===== config.mk =====
export PLATFORM = sky130hd
export DESIGN_NAME = qdc_serial_cmd
export DESIGN_NICKNAME = d
export VERILOG_FILES = /design/src/qdc_pkg.sv /design/src/qdc_serial_cmd.sv
export SDC_FILE = /design/constraint.sdc
export NUM_CORES = 1
export LEC_CHECK = 0
export BUFFER_PORTS_ARGS = -buffer_cell sky130_fd_sc_hd__buf_2
export CAP_MARGIN = 5
export CORE_UTILIZATION = 30
export CTS_BUF_LIST = sky130_fd_sc_hd__clkbuf_8
export DETAILED_ROUTE_END_ITERATION = 8
export PLACE_DENSITY = 0.46
export SKIP_LAST_GASP = 1
export SLEW_MARGIN = 20
export SYNTH_ARGS = -nofsm -noshare
export SYNTH_HDL_FRONTEND = slang
export SYNTH_SLANG_ARGS = --single-unit

===== constraint.sdc =====
create_clock -name clk -period 16.1 [get_ports clk]
set_input_delay 2.415 -clock clk [delete_from_list [all_inputs] [get_ports clk]]
set_output_delay 2.415 -clock clk [all_outputs]
set_load 0.1 [all_outputs]

===== src/qdc_pkg.sv =====
// Constants and types shared by the quad converter serial command unit
// =====================================================================
// Notes on behaviour
// RL1 - Frames are 24 bits MSB first: command nibble, address nibble, data word.
// RL2 - Serial input shifts in on each serial clock fall while frame select low.
// RL3 - Address nibble is one-hot per channel; any channel combination allowed.
// RL4 - Mask bit set makes a channel ignore the load strobe entirely.
// RL5 - Command 0011 writes and updates addressed channels regardless of strobe.
// RL6 - Command 1000 loads the chain mode setting.
// RL7 - Chain bit 0 low is standalone (reset default), high is daisy-chain.
// RL8 - In chain mode extra clocks shift older bits out on serial output.
// RL9 - Serial output changes on clock rise, valid at following fall.
// RL10 - Host gives exactly 24 clocks per chained device.
// RL11 - Frame ending off a multiple of 24 still executes as valid.
// RL12 - Frame select rise latches the shift register and stops shifting.
// RL13 - Continuous clock needs exact select timing; gated clock needs exact burst.
// RL14 - Command 1001 reads back; one address bit picks channel, data ignored.
// RL15 - Serial output enabled for a readback transfer, then disabled again.
// RL16 - Readback with zero or several address bits returns channel A.
// RL17 - Next frame shifts four undefined bits then the DAC register contents.
// RL18 - Host collects readback with an all-zero or chain no-op frame.
// RL19 - Command 0100 loads power word, two bits per channel, D highest.
// RL20 - Power code 00 is normal; other codes power the channel down.
// RL21 - Codes 01, 10, 11 select 1k, 100k ground or three-state.
// RL22 - Powered-down output leaves amplifier and goes to termination.
// RL23 - Power-down keeps DAC register and still accepts its updates.
// RL24 - Each channel has input register and DAC register, strobe governed.
// RL25 - Strobe low during 0001 updates input and DAC at select rise.
// RL26 - Strobe high: 0001 only loads input; strobe fall copies to DAC.
// =====================================================================
package qdc_pkg;
  // Frame layout
  localparam int FRAME_BITS = 24;
  localparam int NUM_CHAN = 4;
  localparam int CMD_MSB = 23;
  localparam int CMD_LSB = 20;
  localparam int ADDR_MSB = 19;
  localparam int ADDR_LSB = 16;
  localparam int DATA_MSB = 15;
  localparam int PWR_MSB = 7;
  localparam int MASK_MSB = 3;
  localparam int CHAIN_BIT = 0;
  // Command codes
  localparam logic [3:0] CMD_NOP = 4'h0;
  localparam logic [3:0] CMD_WR_IN = 4'h1;
  localparam logic [3:0] CMD_UPD = 4'h2;
  localparam logic [3:0] CMD_WR_UPD = 4'h3;
  localparam logic [3:0] CMD_PWR = 4'h4;
  localparam logic [3:0] CMD_MASK = 4'h5;
  localparam logic [3:0] CMD_CHAIN = 4'h8;
  localparam logic [3:0] CMD_READ = 4'h9;
  localparam logic [3:0] CMD_NOP_CHAIN = 4'hF;
  // Readback padding around the 16-bit code
  localparam logic [3:0] RB_HEAD = 4'h0;
  localparam logic [3:0] RB_TAIL = 4'h0;
  // Reset values
  localparam logic [23:0] SHIFT_RST = 24'h00_0000;
  localparam logic [15:0] CODE_RST = 16'h0000;
  localparam logic [1:0] PMODE_RST = 2'h0;
  localparam logic MASK_RST = 1'b0;
  localparam logic CHAIN_RST = 1'b0;
  // Power mode codes
  localparam logic [1:0] PM_NORMAL = 2'h0;
  typedef logic [15:0] qdc_word_t;
  typedef logic [3:0][15:0] qdc_bank_t;
  typedef logic [23:0] qdc_frame_t;
endpackage


===== src/qdc_serial_cmd.sv =====
// Serial command unit of a four-channel converter: shift, decode, registers
`timescale 1ns/1ps
module qdc_serial_cmd
  import qdc_pkg::*;
(
  input wire logic clk,
  input wire logic sys_rst,
  input wire logic serial_clk,
  input wire logic frame_sel_n,
  input wire logic serial_in,
  input wire logic load_strobe_n,
  output logic serial_out,
  output logic serial_out_en,
  output qdc_pkg::qdc_bank_t dac_code,
  output logic [3:0] power_mode_hi,
  output logic [3:0] power_mode_lo,
  output logic [3:0] amp_connect,
  output logic chain_mode_enable
);
  import qdc_pkg::*;

  // =================================================================
  // Input synchronisers
  // Every pin crosses two flops; the third stage only feeds edge finders
  logic sclk_s1, sclk_s2, sclk_s3;
  logic fsel_s1, fsel_s2, fsel_s3;
  logic sin_s1, sin_s2;
  logic ls_s1, ls_s2, ls_s3;

  always_ff @(posedge clk or posedge sys_rst)
  begin
    if (sys_rst)
    begin
      sclk_s1 <= 1'b0;
      sclk_s2 <= 1'b0;
      sclk_s3 <= 1'b0;
      fsel_s1 <= 1'b1;
      fsel_s2 <= 1'b1;
      fsel_s3 <= 1'b1;
      sin_s1 <= 1'b0;
      sin_s2 <= 1'b0;
      ls_s1 <= 1'b1;
      ls_s2 <= 1'b1;
      ls_s3 <= 1'b1;
    end
    else
    begin
      sclk_s1 <= serial_clk;
      sclk_s2 <= sclk_s1;
      sclk_s3 <= sclk_s2;
      fsel_s1 <= frame_sel_n;
      fsel_s2 <= fsel_s1;
      fsel_s3 <= fsel_s2;
      sin_s1 <= serial_in;
      sin_s2 <= sin_s1;
      ls_s1 <= load_strobe_n;
      ls_s2 <= ls_s1;
      ls_s3 <= ls_s2;
    end
  end

  // Edge pulses, one clk cycle each
  logic sclk_fall, sclk_rise, frame_rise, frame_fall, ls_fall;
  assign sclk_fall = sclk_s3 & ~sclk_s2;
  assign sclk_rise = ~sclk_s3 & sclk_s2;
  assign frame_rise = ~fsel_s3 & fsel_s2;
  assign frame_fall = fsel_s3 & ~fsel_s2;
  assign ls_fall = ls_s3 & ~ls_s2;

  // =================================================================
  // Shift register and frame fields
  qdc_frame_t shreg_r;
  logic [3:0] cmd_w, addr_w;
  qdc_word_t data_w;
  qdc_word_t dac_r [NUM_CHAN];
  qdc_word_t inp_r [NUM_CHAN];
  qdc_word_t rb_word;
  logic [1:0] rb_sel;
  logic exec_read;

  // Fields read MSB first from the captured frame
  // RL1 - frame field layout
  assign cmd_w = shreg_r[CMD_MSB:CMD_LSB];
  assign addr_w = shreg_r[ADDR_MSB:ADDR_LSB];
  assign data_w = shreg_r[DATA_MSB:0];
  // RL11 - any length executes
  // RL14 - readback command decode
  assign exec_read = frame_rise && (cmd_w == CMD_READ);

  // Readback channel pick; anything but one-hot falls back to channel A
  // RL16 - default to channel A
  always_comb
  begin
    case (addr_w)
      4'h2: rb_sel = 2'h1;
      4'h4: rb_sel = 2'h2;
      4'h8: rb_sel = 2'h3;
      default: rb_sel = 2'h0;
    endcase
    rb_word = dac_r[rb_sel];
  end

  // Shifting stops while select is high, so the command reads a still frame
  // RL2 - sample on falls
  always_ff @(posedge clk or posedge sys_rst)
  begin
    if (sys_rst)
      shreg_r <= SHIFT_RST;
    // RL17 - preload readback word
    else if (exec_read)
      shreg_r <= {RB_HEAD, rb_word, RB_TAIL};
    // RL12 - frozen while select high
    else if (sclk_fall && !fsel_s2)
      shreg_r <= {shreg_r[FRAME_BITS-2:0], sin_s2};
  end

  // =================================================================
  // Serial output path
  // Presenting on the rise gives the far end a half period of setup
  logic so_r, rb_active_r, chain_r;

  // RL9 - change on rise
  always_ff @(posedge clk or posedge sys_rst)
  begin
    if (sys_rst)
      so_r <= 1'b0;
    // RL8 - older bits ripple out
    else if (frame_fall || (sclk_rise && !fsel_s2))
      so_r <= shreg_r[FRAME_BITS-1];
  end

  // Readback window lasts from the read command to the end of the next frame
  // RL15 - temporary output enable
  always_ff @(posedge clk or posedge sys_rst)
  begin
    if (sys_rst)
      rb_active_r <= 1'b0;
    else if (exec_read)
      rb_active_r <= 1'b1;
    else if (frame_rise)
      rb_active_r <= 1'b0;
  end

  // Chain mode setting
  // RL6 - chain command
  // RL7 - standalone by default
  always_ff @(posedge clk or posedge sys_rst)
  begin
    if (sys_rst)
      chain_r <= CHAIN_RST;
    else if (frame_rise && (cmd_w == CMD_CHAIN))
      chain_r <= shreg_r[CHAIN_BIT];
  end

  assign serial_out = so_r;
  assign serial_out_en = chain_r | rb_active_r;
  assign chain_mode_enable = chain_r;

  // =================================================================
  // Per-channel registers
  // Unpacked so that each channel's process owns its own element
  logic mask_r [NUM_CHAN];
  logic [1:0] pmode_r [NUM_CHAN];
  logic amp_r [NUM_CHAN];

  genvar g;
  generate
    for (g = 0; g < NUM_CHAN; g++)
    begin : g_chan
      logic sel;
      logic wr_in, upd_now, strobe_copy;
      // RL3 - one-hot channel select
      assign sel = addr_w[g];
      assign wr_in = frame_rise && sel && ((cmd_w == CMD_WR_IN) || (cmd_w == CMD_WR_UPD));
      // RL4 - mask blocks strobe
      assign strobe_copy = ls_fall && !mask_r[g];

      // Input register; written by 0001 and 0011
      // RL24 - double buffer
      always_ff @(posedge clk or posedge sys_rst)
      begin
        if (sys_rst)
          inp_r[g] <= CODE_RST;
        else if (wr_in)
          inp_r[g] <= data_w;
      end

      // DAC register; frame commands win over a coincident strobe fall
      // RL23 - updates regardless of power
      always_ff @(posedge clk or posedge sys_rst)
      begin
        if (sys_rst)
          dac_r[g] <= CODE_RST;
        // RL5 - immediate update
        else if (frame_rise && sel && (cmd_w == CMD_WR_UPD))
          dac_r[g] <= data_w;
        // RL25 - transparent with strobe low
        else if (frame_rise && sel && (cmd_w == CMD_WR_IN) && !ls_s2 && !mask_r[g])
          dac_r[g] <= data_w;
        else if (frame_rise && sel && (cmd_w == CMD_UPD))
          dac_r[g] <= inp_r[g];
        // RL26 - deferred copy on strobe fall
        else if (strobe_copy)
          dac_r[g] <= inp_r[g];
      end

      // Load strobe mask bit
      always_ff @(posedge clk or posedge sys_rst)
      begin
        if (sys_rst)
          mask_r[g] <= MASK_RST;
        else if (frame_rise && (cmd_w == CMD_MASK))
          mask_r[g] <= shreg_r[g];
      end

      // Power mode pair and amplifier switch
      // RL19 - two bits per channel
      // RL20 - 00 normal
      always_ff @(posedge clk or posedge sys_rst)
      begin
        if (sys_rst)
        begin
          pmode_r[g] <= PMODE_RST;
          // Amplifier state follows the power code it resets to
          amp_r[g] <= (PMODE_RST == PM_NORMAL);
        end
        else if (frame_rise && (cmd_w == CMD_PWR))
        begin
          pmode_r[g] <= shreg_r[2*g+1 -: 2];
          amp_r[g] <= (shreg_r[2*g+1 -: 2] == PM_NORMAL);
        end
      end

      // Code 01 = 1k, 10 = 100k, 11 = open; decoded by the analog stage
      // RL21 - termination code
      // RL22 - amplifier disconnect
      assign power_mode_hi[g] = pmode_r[g][1];
      assign power_mode_lo[g] = pmode_r[g][0];
      assign amp_connect[g] = amp_r[g];
      assign dac_code[g] = dac_r[g];

    end
  endgenerate
endmodule


==> impl_metrics.prom, run 1 <==
# TYPE chip_impl_metric gauge
chip_impl_metric{name="drv_cap",unit=""} 0
chip_impl_info{name="hold_class",value="register to register"} 1
chip_impl_info{name="setup.worst_path.start",value="rb_active_r"} 1
chip_impl_info{name="tritoncts",value="done"} 1
chip_impl_metric{name="crit_fanout",unit=""} 2
chip_impl_metric{name="power_frac_clock",unit=""} 0.366
chip_impl_metric{name="power.internal",unit="W"} 0.000648
chip_impl_metric{name="design.core.area",unit="µm²"} 26400
chip_impl_metric{name="antenna_violations_before_repair",unit=""} 0
chip_impl_metric{name="arrival",unit="ns"} 1.44
chip_impl_metric{name="die_height",unit="µm"} 167
chip_impl_metric{name="grt_pass1_vias",unit=""} 5974
chip_impl_metric{name="ctsLongestPathBuffers",unit=""} 2
chip_impl_metric{name="timing.final.crit_share",unit=""} 0.239
chip_impl_metric{name="max_freq",unit="GHz"} 0.260
chip_impl_metric{name="fin_util",unit=""} 0.352
chip_impl_metric{name="rrSetupSlack",unit="ns"} 13.55
chip_impl_metric{name="comb_power_share",unit=""} 0.071
chip_impl_info{name="worst_path_max_delay_cell",value="sky130_fd_sc_hd__dfrtp_1"} 1
chip_impl_metric{name="final_nets",unit=""} 824
chip_impl_info{name="worstSetupPathType",value="register to output port"} 1
chip_impl_metric{name="via_count",unit=""} 5936
chip_impl_info{name="cp-endpoint",value="serial_out_en"} 1
chip_impl_info{name="critical_path_end_type",value="output port"} 1
chip_impl_metric{name="top_level_ports",unit=""} 85
chip_impl_metric{name="ys_seq_elements",unit=""} 182
chip_impl_metric{name="detailedRoute.firstPassIterationCount",unit=""} 7
chip_impl_metric{name="synth_top_area_frac",unit=""} 0.528
chip_impl_metric{name="postCtsHoldBufs",unit=""} 0
chip_impl_metric{name="drive_gt1_frac",unit=""} 0.301
chip_impl_info{name="worstReg2RegStart",value="fsel_s2"} 1
chip_impl_metric{name="diodes",unit=""} 0
chip_impl_info{name="mostFrequentLayoutCell",value="sky130_fd_sc_hd__dfrtp_1"} 1
chip_impl_metric{name="skew_final",unit="ns"} 0.0160
chip_impl_metric{name="slew_hr",unit=""} 0.407
chip_impl_metric{name="dieArea",unit="µm²"} 27800
chip_impl_metric{name="rr_worst_depth",unit=""} 5
chip_impl_metric{name="final-seq-area",unit="µm²"} 4570
chip_impl_metric{name="initial_utilization",unit=""} 0.309
chip_impl_metric{name="global_route.usage.total",unit=""} 0.179
chip_impl_info{name="main_area_contributors_after_synthesis",value="sky130_fd_sc_hd__dfrtp_1 (53%), sky130_fd_sc_hd__mux2_2 (13%), sky130_fd_sc_hd__nand2_1 (7.1%)"} 1
chip_impl_metric{name="timing.final.max_slew_violations",unit=""} 0
chip_impl_metric{name="vdd.ir_drop.worst",unit="mV"} 0.0455
chip_impl_metric{name="power_share_of_the_sequential_group",unit=""} 0.563
chip_impl_metric{name="worstSkewPairLatency",unit="ns"} 0.47
chip_impl_metric{name="syn-cell-area",unit="µm²"} 8150
chip_impl_info{name="rsz0062_at_grt",value="no"} 1
chip_impl_metric{name="synth_cells",unit=""} 769
chip_impl_metric{name="critical_path_required",unit="ns"} 13.69
chip_impl_metric{name="power.leakage",unit="nW"} 4.68
chip_impl_metric{name="timing.critical_path.slowest_cell_delay",unit="ns"} 0.39
chip_impl_info{name="final_cell_mix",value="sky130_fd_sc_hd__dfrtp_1 (172), sky130_fd_sc_hd__nand2_1 (155), sky130_fd_sc_hd__mux2_2 (94)"} 1
chip_impl_metric{name="synth_seq_area_share",unit=""} 0.560
chip_impl_metric{name="worst-slew-pin-transition",unit="ns"} 0.888
chip_impl_metric{name="finalSetupViolations",unit=""} 0
chip_impl_metric{name="detail-route-antenna-nets",unit=""} 0
chip_impl_metric{name="grt_start_max_net_pins",unit=""} 107
chip_impl_info{name="run_status",value="completed"} 1
chip_impl_metric{name="grt_pass1_wl",unit="µm"} 37600
chip_impl_metric{name="wl_per_cell",unit="µm"} 20.3
chip_impl_metric{name="yosysWarnings",unit=""} 0
chip_impl_metric{name="buffer_ports.inserted",unit=""} 84
chip_impl_metric{name="std_cell_rows",unit=""} 59
chip_impl_metric{name="timing.hold.ws",unit="ns"} 0.356
chip_impl_info{name="root_buffer",value="sky130_fd_sc_hd__clkbuf_8"} 1
chip_impl_metric{name="post_cts_buffers",unit=""} 0
chip_impl_metric{name="cts.sink_count",unit=""} 182
chip_impl_info{name="crit-reg2reg-capture",value="inp_r[51]"} 1
chip_impl_metric{name="syn_area_per_cell",unit="µm²"} 10.6
chip_impl_metric{name="postRouteWirelength",unit="µm"} 23700
chip_impl_metric{name="multiInputGateArea",unit="µm²"} 3320
chip_impl_metric{name="post-route-min-period",unit="ns"} 3.85
chip_impl_metric{name="timing.final.hold_violations",unit=""} 0
chip_impl_metric{name="post_cts_resized",unit=""} 0
chip_impl_metric{name="synth_cell_types",unit=""} 35
chip_impl_metric{name="numCtsBuffers",unit=""} 17
chip_impl_metric{name="htree_num_levels",unit=""} 4
chip_impl_metric{name="n_fill_cell",unit=""} 2673
chip_impl_metric{name="power.switching",unit="W"} 0.000274
chip_impl_info{name="setup.worst_path.start_class",value="register"} 1
chip_impl_metric{name="reg_clk_slew_reported_paths",unit="ns"} 0.10
chip_impl_metric{name="die_w",unit="µm"} 167
chip_impl_info{name="critical_path.cell_chain",value="or2_2 -> buf_2"} 1
chip_impl_metric{name="power_density",unit="nW/µm²"} 99.2
chip_impl_metric{name="mappedNetlistNets",unit=""} 775
chip_impl_metric{name="p_sw_frac",unit=""} 0.297
chip_impl_metric{name="dr.first_iter.drc_count",unit=""} 383
chip_impl_metric{name="place_congestion",unit=""} 0.723
chip_impl_metric{name="hpwl",unit="µm"} 14900
chip_impl_metric{name="areaGrowthSynthToFinish",unit="%"} 13.9
chip_impl_metric{name="routed_via_density",unit=""} 5.09
chip_impl_metric{name="drc",unit=""} 0
chip_impl_metric{name="setup_tns",unit="ns"} 0
chip_impl_info{name="post-synth-top-area-cell",value="sky130_fd_sc_hd__dfrtp_1"} 1
chip_impl_metric{name="grt_overflow_total",unit=""} 0
==> layer usage <==
metal,part of all wire,global-route usage
met4,0.0087,0.0439
met2,0.47,0.291
met1,0.49,0.249
met3,0.032,0.0276
met5,0,0
==> worst max-delay path, delay by kind of cell (launching register included) <==
kind	cells	cell delay, ns
buf+inv	1	0.29
simple gates	1	0.28
flops	1	0.39
==> flip-flops by register name, summed over array words and instances (netlist names), 4 cells and up <==
signal / flops
power_mode_lo: 4
dac_code: 64
inp_r: 64
amp_connect: 4
shreg_r: 24
power_mode_hi: 4
mask_r: 4
==> power groups by stage <==
stage	Clock (W)	Combinational, W	Sequential [W]
finish	0.000337	0.0000659	0.000519
global route	0.000368	0.0000725	0.000523
CTS	0.000346	0.0000672	0.000520
detailed placement	0	0.0000667	0.000529
global placement	0	0.0000668	0.000529
floorplan	0	0.0000600	0.000498
==> layout make-up <==
type / count / share of cell area
flip-flops and latches: 182 / 0.492
multi-input cells: 515 / 0.358
repair buffers: 99 / 0.0578
well taps: 335 / 0.0451
clock buffers: 18 / 0.0267
clock inverters: 14 / 0.0191
inverters: 3 / 0.00202
==> synth_stat cells <==
master and number:
sky130_fd_sc_hd__a31oi_1 68, sky130_fd_sc_hd__o2111ai_1 4, sky130_fd_sc_hd__and2b_1 1, sky130_fd_sc_hd__a21oi_1 1, sky130_fd_sc_hd__dfrtp_1 172, sky130_fd_sc_hd__o21ai_0 1
sky130_fd_sc_hd__inv_1 3, sky130_fd_sc_hd__a211oi_1 32, sky130_fd_sc_hd__nand3b_1 2, sky130_fd_sc_hd__nor3b_2 1, sky130_fd_sc_hd__buf_1 1, sky130_fd_sc_hd__nor4bb_1 1
sky130_fd_sc_hd__or2_2 1, sky130_fd_sc_hd__o22a_1 1, sky130_fd_sc_hd__nor4b_2 1, sky130_fd_sc_hd__mux2i_1 5, sky130_fd_sc_hd__mux2_2 94, sky130_fd_sc_hd__buf_8 1
sky130_fd_sc_hd__buf_6 2, sky130_fd_sc_hd__xor2_1 2, sky130_fd_sc_hd__buf_2 7, sky130_fd_sc_hd__and3_1 32, sky130_fd_sc_hd__and2_0 1, sky130_fd_sc_hd__or4b_4 1
sky130_fd_sc_hd__and3b_1 1, sky130_fd_sc_hd__or3b_1 1, sky130_fd_sc_hd__nand2_1 155, sky130_fd_sc_hd__and2_1 1, sky130_fd_sc_hd__o31ai_1 20, sky130_fd_sc_hd__mux2_4 2
sky130_fd_sc_hd__a31o_2 4, sky130_fd_sc_hd__nor2_1 77, sky130_fd_sc_hd__clkbuf_1 58, sky130_fd_sc_hd__dfstp_2 10, sky130_fd_sc_hd__nor3b_1 5
==> cells by family (layout without fill, tap and decap cells) <==
logic type,count (synthesis),after routing,share of synthesized area
AOI/OAI and AO/OA,131,131,0.111
xor gates and xnor gates,2,2,0.00215
buffers and inverters,72,134,0.0375
DFF,182,182,0.560
muxes,101,101,0.140
and+or+nand+nor,281,281,0.150
==> how the worst min path moves through the flow <==
stage / endpoint / cells past startpoint / from
finish: sin_s2 / 0 / sin_s1
detailed placement: sin_s2 / 0 / sin_s1
floorplan: sclk_s2 / 0 / sclk_s1
CTS: sin_s2 / 0 / sin_s1
global route: fsel_s2 / 0 / fsel_s1
global placement: sin_s2 / 0 / sin_s1
==> through the flow <==
step / setup WS, ns / total power (W) / instance area [µm²] / std cells
2_1_floorplan: 8.76 / 0.000558 / 8150 / 769
3_3_place_gp: 11.89 / 0.000596 / 8860 / 1134
3_5_place_dp: 11.91 / 0.000595 / 8860 / 1134
4_1_cts: 12.22 / 0.000934 / 9280 / 1166
5_1_grt: 12.17 / 0.000964 / 9290 / 1166
6_report: 12.25 / 0.000921 / 9290 / 1166
Note: power is estimated with default switching activity, not from simulation.
==> run 2, diff against run 1 <==
- ABC_AREA: default -> 1
- clock period: 16.1 -> 3.81 ns (I/O delays scaled with it)
==> run 2 against run 1 <==
Worst hold slack got worse by 0.16 ns. Via count increased by 38%. Wire length up 33%. Combinational power grew to 24 times the previous value. Critical endpoint is now shreg_r[14]. Largest cell class unchanged.
==> impl_metrics.prom, run 2 <==
# TYPE chip_impl_metric gauge
chip_impl_metric{name="dieArea",unit="µm²"} 31400
chip_impl_metric{name="yosysWarnings",unit=""} 0
chip_impl_metric{name="initial_utilization",unit=""} 0.308
chip_impl_info{name="critical_path_end_type",value="register"} 1
chip_impl_metric{name="synth_seq_area_share",unit=""} 0.497
chip_impl_metric{name="die_height",unit="µm"} 177
chip_impl_metric{name="place_congestion",unit=""} 0.900
chip_impl_metric{name="power.leakage",unit="nW"} 5.37
chip_impl_metric{name="timing.final.max_slew_violations",unit=""} 0
chip_impl_metric{name="final_nets",unit=""} 1232
chip_impl_metric{name="drc",unit=""} 0
chip_impl_metric{name="grt_pass1_vias",unit=""} 7671
chip_impl_metric{name="numCtsBuffers",unit=""} 17
chip_impl_metric{name="slew_hr",unit=""} 0.350
chip_impl_metric{name="std_cell_rows",unit=""} 63
chip_impl_metric{name="power_density",unit="nW/µm²"} 496
chip_impl_metric{name="buffer_ports.inserted",unit=""} 84
chip_impl_metric{name="finish.cell_count_without_fillers",unit=""} 1630
chip_impl_metric{name="syn_area_per_cell",unit="µm²"} 7.78
chip_impl_metric{name="global_route.usage.total",unit=""} 0.209
chip_impl_metric{name="syn-cell-area",unit="µm²"} 9190
chip_impl_metric{name="vdd.ir_drop.worst",unit="mV"} 0.211
chip_impl_metric{name="htree_num_levels",unit=""} 4
chip_impl_metric{name="wl_per_cell",unit="µm"} 19.4
chip_impl_metric{name="fin_util",unit=""} 0.342
chip_impl_metric{name="placed_cells",unit=""} 1597
chip_impl_info{name="main_combinational_cell_family_by_area_after_synthesis",value="simple AND/OR/NAND/NOR gates"} 1
chip_impl_metric{name="critical_path_required",unit="ns"} 4.17
chip_impl_metric{name="synth_top_area_frac",unit=""} 0.468
chip_impl_metric{name="reg_clk_slew_reported_paths",unit="ns"} 0.10
chip_impl_metric{name="routed_via_density",unit=""} 5.01
chip_impl_metric{name="cts.sink_count",unit=""} 182
chip_impl_metric{name="antenna_violations_before_repair",unit=""} 0
chip_impl_metric{name="timing.final.hold_violations",unit=""} 0
chip_impl_metric{name="top_level_ports",unit=""} 85
chip_impl_info{name="root_buffer",value="sky130_fd_sc_hd__clkbuf_8"} 1
chip_impl_metric{name="synth_cell_types",unit=""} 28
chip_impl_info{name="setup.worst_path.start_class",value="register"} 1
chip_impl_metric{name="detailedRoute.firstPassIterationCount",unit=""} 5
chip_impl_metric{name="worst-slew-pin-transition",unit="ns"} 0.972
chip_impl_metric{name="design.core.area",unit="µm²"} 29900
chip_impl_info{name="critical_path.cell_chain",value="nand2_2 -> nor2_2 -> nand2_2 -> nand2_1 -> o21ai_0 -> inv_1 -> nand2_1"} 1
chip_impl_metric{name="grt_overflow_total",unit=""} 0
chip_impl_metric{name="areaGrowthSynthToFinish",unit="%"} 11.0
chip_impl_metric{name="yosys.area_share.simple",unit=""} 0.325
chip_impl_metric{name="crit_fanout",unit=""} 22
chip_impl_metric{name="ctsLongestPathBuffers",unit=""} 2
chip_impl_metric{name="postRouteWirelength",unit="µm"} 31600
chip_impl_metric{name="mappedNetlistNets",unit=""} 1188
chip_impl_metric{name="synth_adder_area_share",unit=""} 0
chip_impl_info{name="post-synth-top-area-cell",value="sky130_fd_sc_hd__dfrtp_1"} 1
chip_impl_metric{name="n_fill_cell",unit=""} 3234
chip_impl_metric{name="finalSetupViolations",unit=""} 0
chip_impl_metric{name="ys_async_sr_fraction",unit=""} 1.00
chip_impl_metric{name="postCtsHoldBufs",unit=""} 0
chip_impl_info{name="final_cell_mix",value="sky130_fd_sc_hd__nand2_1 (320), sky130_fd_sc_hd__nand3_1 (193), sky130_fd_sc_hd__inv_1 (180)"} 1
chip_impl_metric{name="setup_tns",unit="ns"} 0
chip_impl_metric{name="skew_final",unit="ns"} 0.0172
chip_impl_metric{name="post-route-min-period",unit="ns"} 2.33
chip_impl_metric{name="grt_start_max_net_pins",unit=""} 77
chip_impl_metric{name="timing.hold.ws",unit="ns"} 0.200
chip_impl_info{name="synth_most_common_cell",value="sky130_fd_sc_hd__nand2_1"} 1
chip_impl_metric{name="grt_pass1_wl",unit="µm"} 48700
chip_impl_metric{name="drv_cap",unit=""} 0
chip_impl_metric{name="timing.final.crit_share",unit=""} 0.611
chip_impl_metric{name="die_w",unit="µm"} 177
chip_impl_metric{name="dr.first_iter.drc_count",unit=""} 901
chip_impl_metric{name="synthMuxAreaShare",unit=""} 0
chip_impl_info{name="worstSetupPathType",value="register to register"} 1
chip_impl_metric{name="detail-route-antenna-nets",unit=""} 0
chip_impl_info{name="worst_path_max_delay_cell",value="sky130_fd_sc_hd__nand2_1"} 1
chip_impl_metric{name="synth_compound_area_frac",unit=""} 0.0633
chip_impl_metric{name="max_freq",unit="GHz"} 0.429
chip_impl_metric{name="synthXorXnorAreaFrac",unit=""} 0
chip_impl_metric{name="drive_gt1_frac",unit=""} 0.140
chip_impl_info{name="hold_class",value="primary input to register"} 1
chip_impl_metric{name="synth_cells",unit=""} 1182
chip_impl_info{name="main_area_contributors_after_synthesis",value="sky130_fd_sc_hd__dfrtp_1 (47%), sky130_fd_sc_hd__nand2_1 (13%), sky130_fd_sc_hd__nand3_1 (11%)"} 1
chip_impl_metric{name="post_cts_resized",unit=""} 0
chip_impl_info{name="mostFrequentLayoutCell",value="sky130_fd_sc_hd__nand2_1"} 1
chip_impl_info{name="synth-main-ff-cell",value="sky130_fd_sc_hd__dfrtp_1"} 1
chip_impl_info{name="run_status",value="completed"} 1
chip_impl_metric{name="post_cts_buffers",unit=""} 0
chip_impl_info{name="tritoncts",value="done"} 1
chip_impl_metric{name="worstSkewPairLatency",unit="ns"} 0.47
chip_impl_info{name="yosys-top-cells-count",value="sky130_fd_sc_hd__nand2_1 (320), sky130_fd_sc_hd__nand3_1 (194), sky130_fd_sc_hd__inv_1 (178)"} 1
chip_impl_info{name="rsz0062_at_grt",value="no"} 1
chip_impl_metric{name="timing.critical_path.slowest_cell_delay",unit="ns"} 0.67
chip_impl_metric{name="ys_seq_elements",unit=""} 182
chip_impl_metric{name="synth-edff-count",unit=""} 0
chip_impl_metric{name="arrival",unit="ns"} 2.69
chip_impl_metric{name="totalPowerFinal",unit="W"} 0.00506
chip_impl_metric{name="via_count",unit=""} 8164
chip_impl_metric{name="hpwl",unit="µm"} 21000
run 2: cell count changes after synthesis, sizes merged, moves of 6 or more:
cell	previous run	this run
clkbuf	58	26
a31oi	68	0
nand3	0	197
and3	32	0
inv	3	184
mux2	96	0
nand2	155	334
buf	11	42
o31ai	20	0
a211oi	32	0
nor2	77	24
nor3b	6	0
o21ai	1	97
nand4	0	80
run 2: layer usage:
layer,GRT usage,part of all wire,vias to the layer above
met2,0.308,0.44,298
met4,0.0560,0.020,0
met3,0.0498,0.074,30
met1,0.302,0.47,3924
met5,0,0,-
li1,-,-,3912
run 2: power by group:
group | switching [W] | internal (W)
logic | 0.00129 | 0.000285
clock network | 0.000748 | 0.000549
registers | 0.000113 | 0.00208
run 2: final cells by class:
type                    instances  area (µm²)  area share
clock inverters                13         109      0.0107
flip-flops and latches        182        4570       0.448
inverters                     185         698      0.0684
diodes                          1        2.50    0.000245
repair buffers                 93         500      0.0490
clock buffers                  19         262      0.0256
well taps                     390         488      0.0478
multi-input cells             747        3580       0.351
run 2: cell families after synthesis:
logic type | Yosys count
AND/OR/NAND/NOR | 637
buffers and inverters | 253
flip-flops | 182
AO/OA/AOI/OAI | 110
run 2: path summary, 6_finish.rpt:
check	endpoint	start	depth (start not counted)	slack (ns)
max	shreg_r[14]	fsel_s2	7	1.48
min reg2reg	fsel_s2	fsel_s1	0	0.36
max in group asynchronous	inp_r[38]	sys_rst	3	2.91
max reg2reg	shreg_r[14]	fsel_s2	7	1.48
min	sin_s1	serial_in	1	0.20
min in group asynchronous	dac_code[48]	sys_rst	3	0.22
run 2: stage by stage:
step	setup slack [ns]	instance area (µm²)
floorplan	0.910	9200
CTS	1.34	10200
global placement	1.40	9830
finish	1.48	10200
detailed placement	1.36	9830
global route	1.23	10200
run 2: critical path, delay by kind of cell, from the launching register on:
kind	cells	cell delay, ns
AND/OR/NAND/NOR	5	1.27
flip-flops	1	0.63
AO/OA/AOI/OAI	1	0.21
buffers and inverters	1	0.10
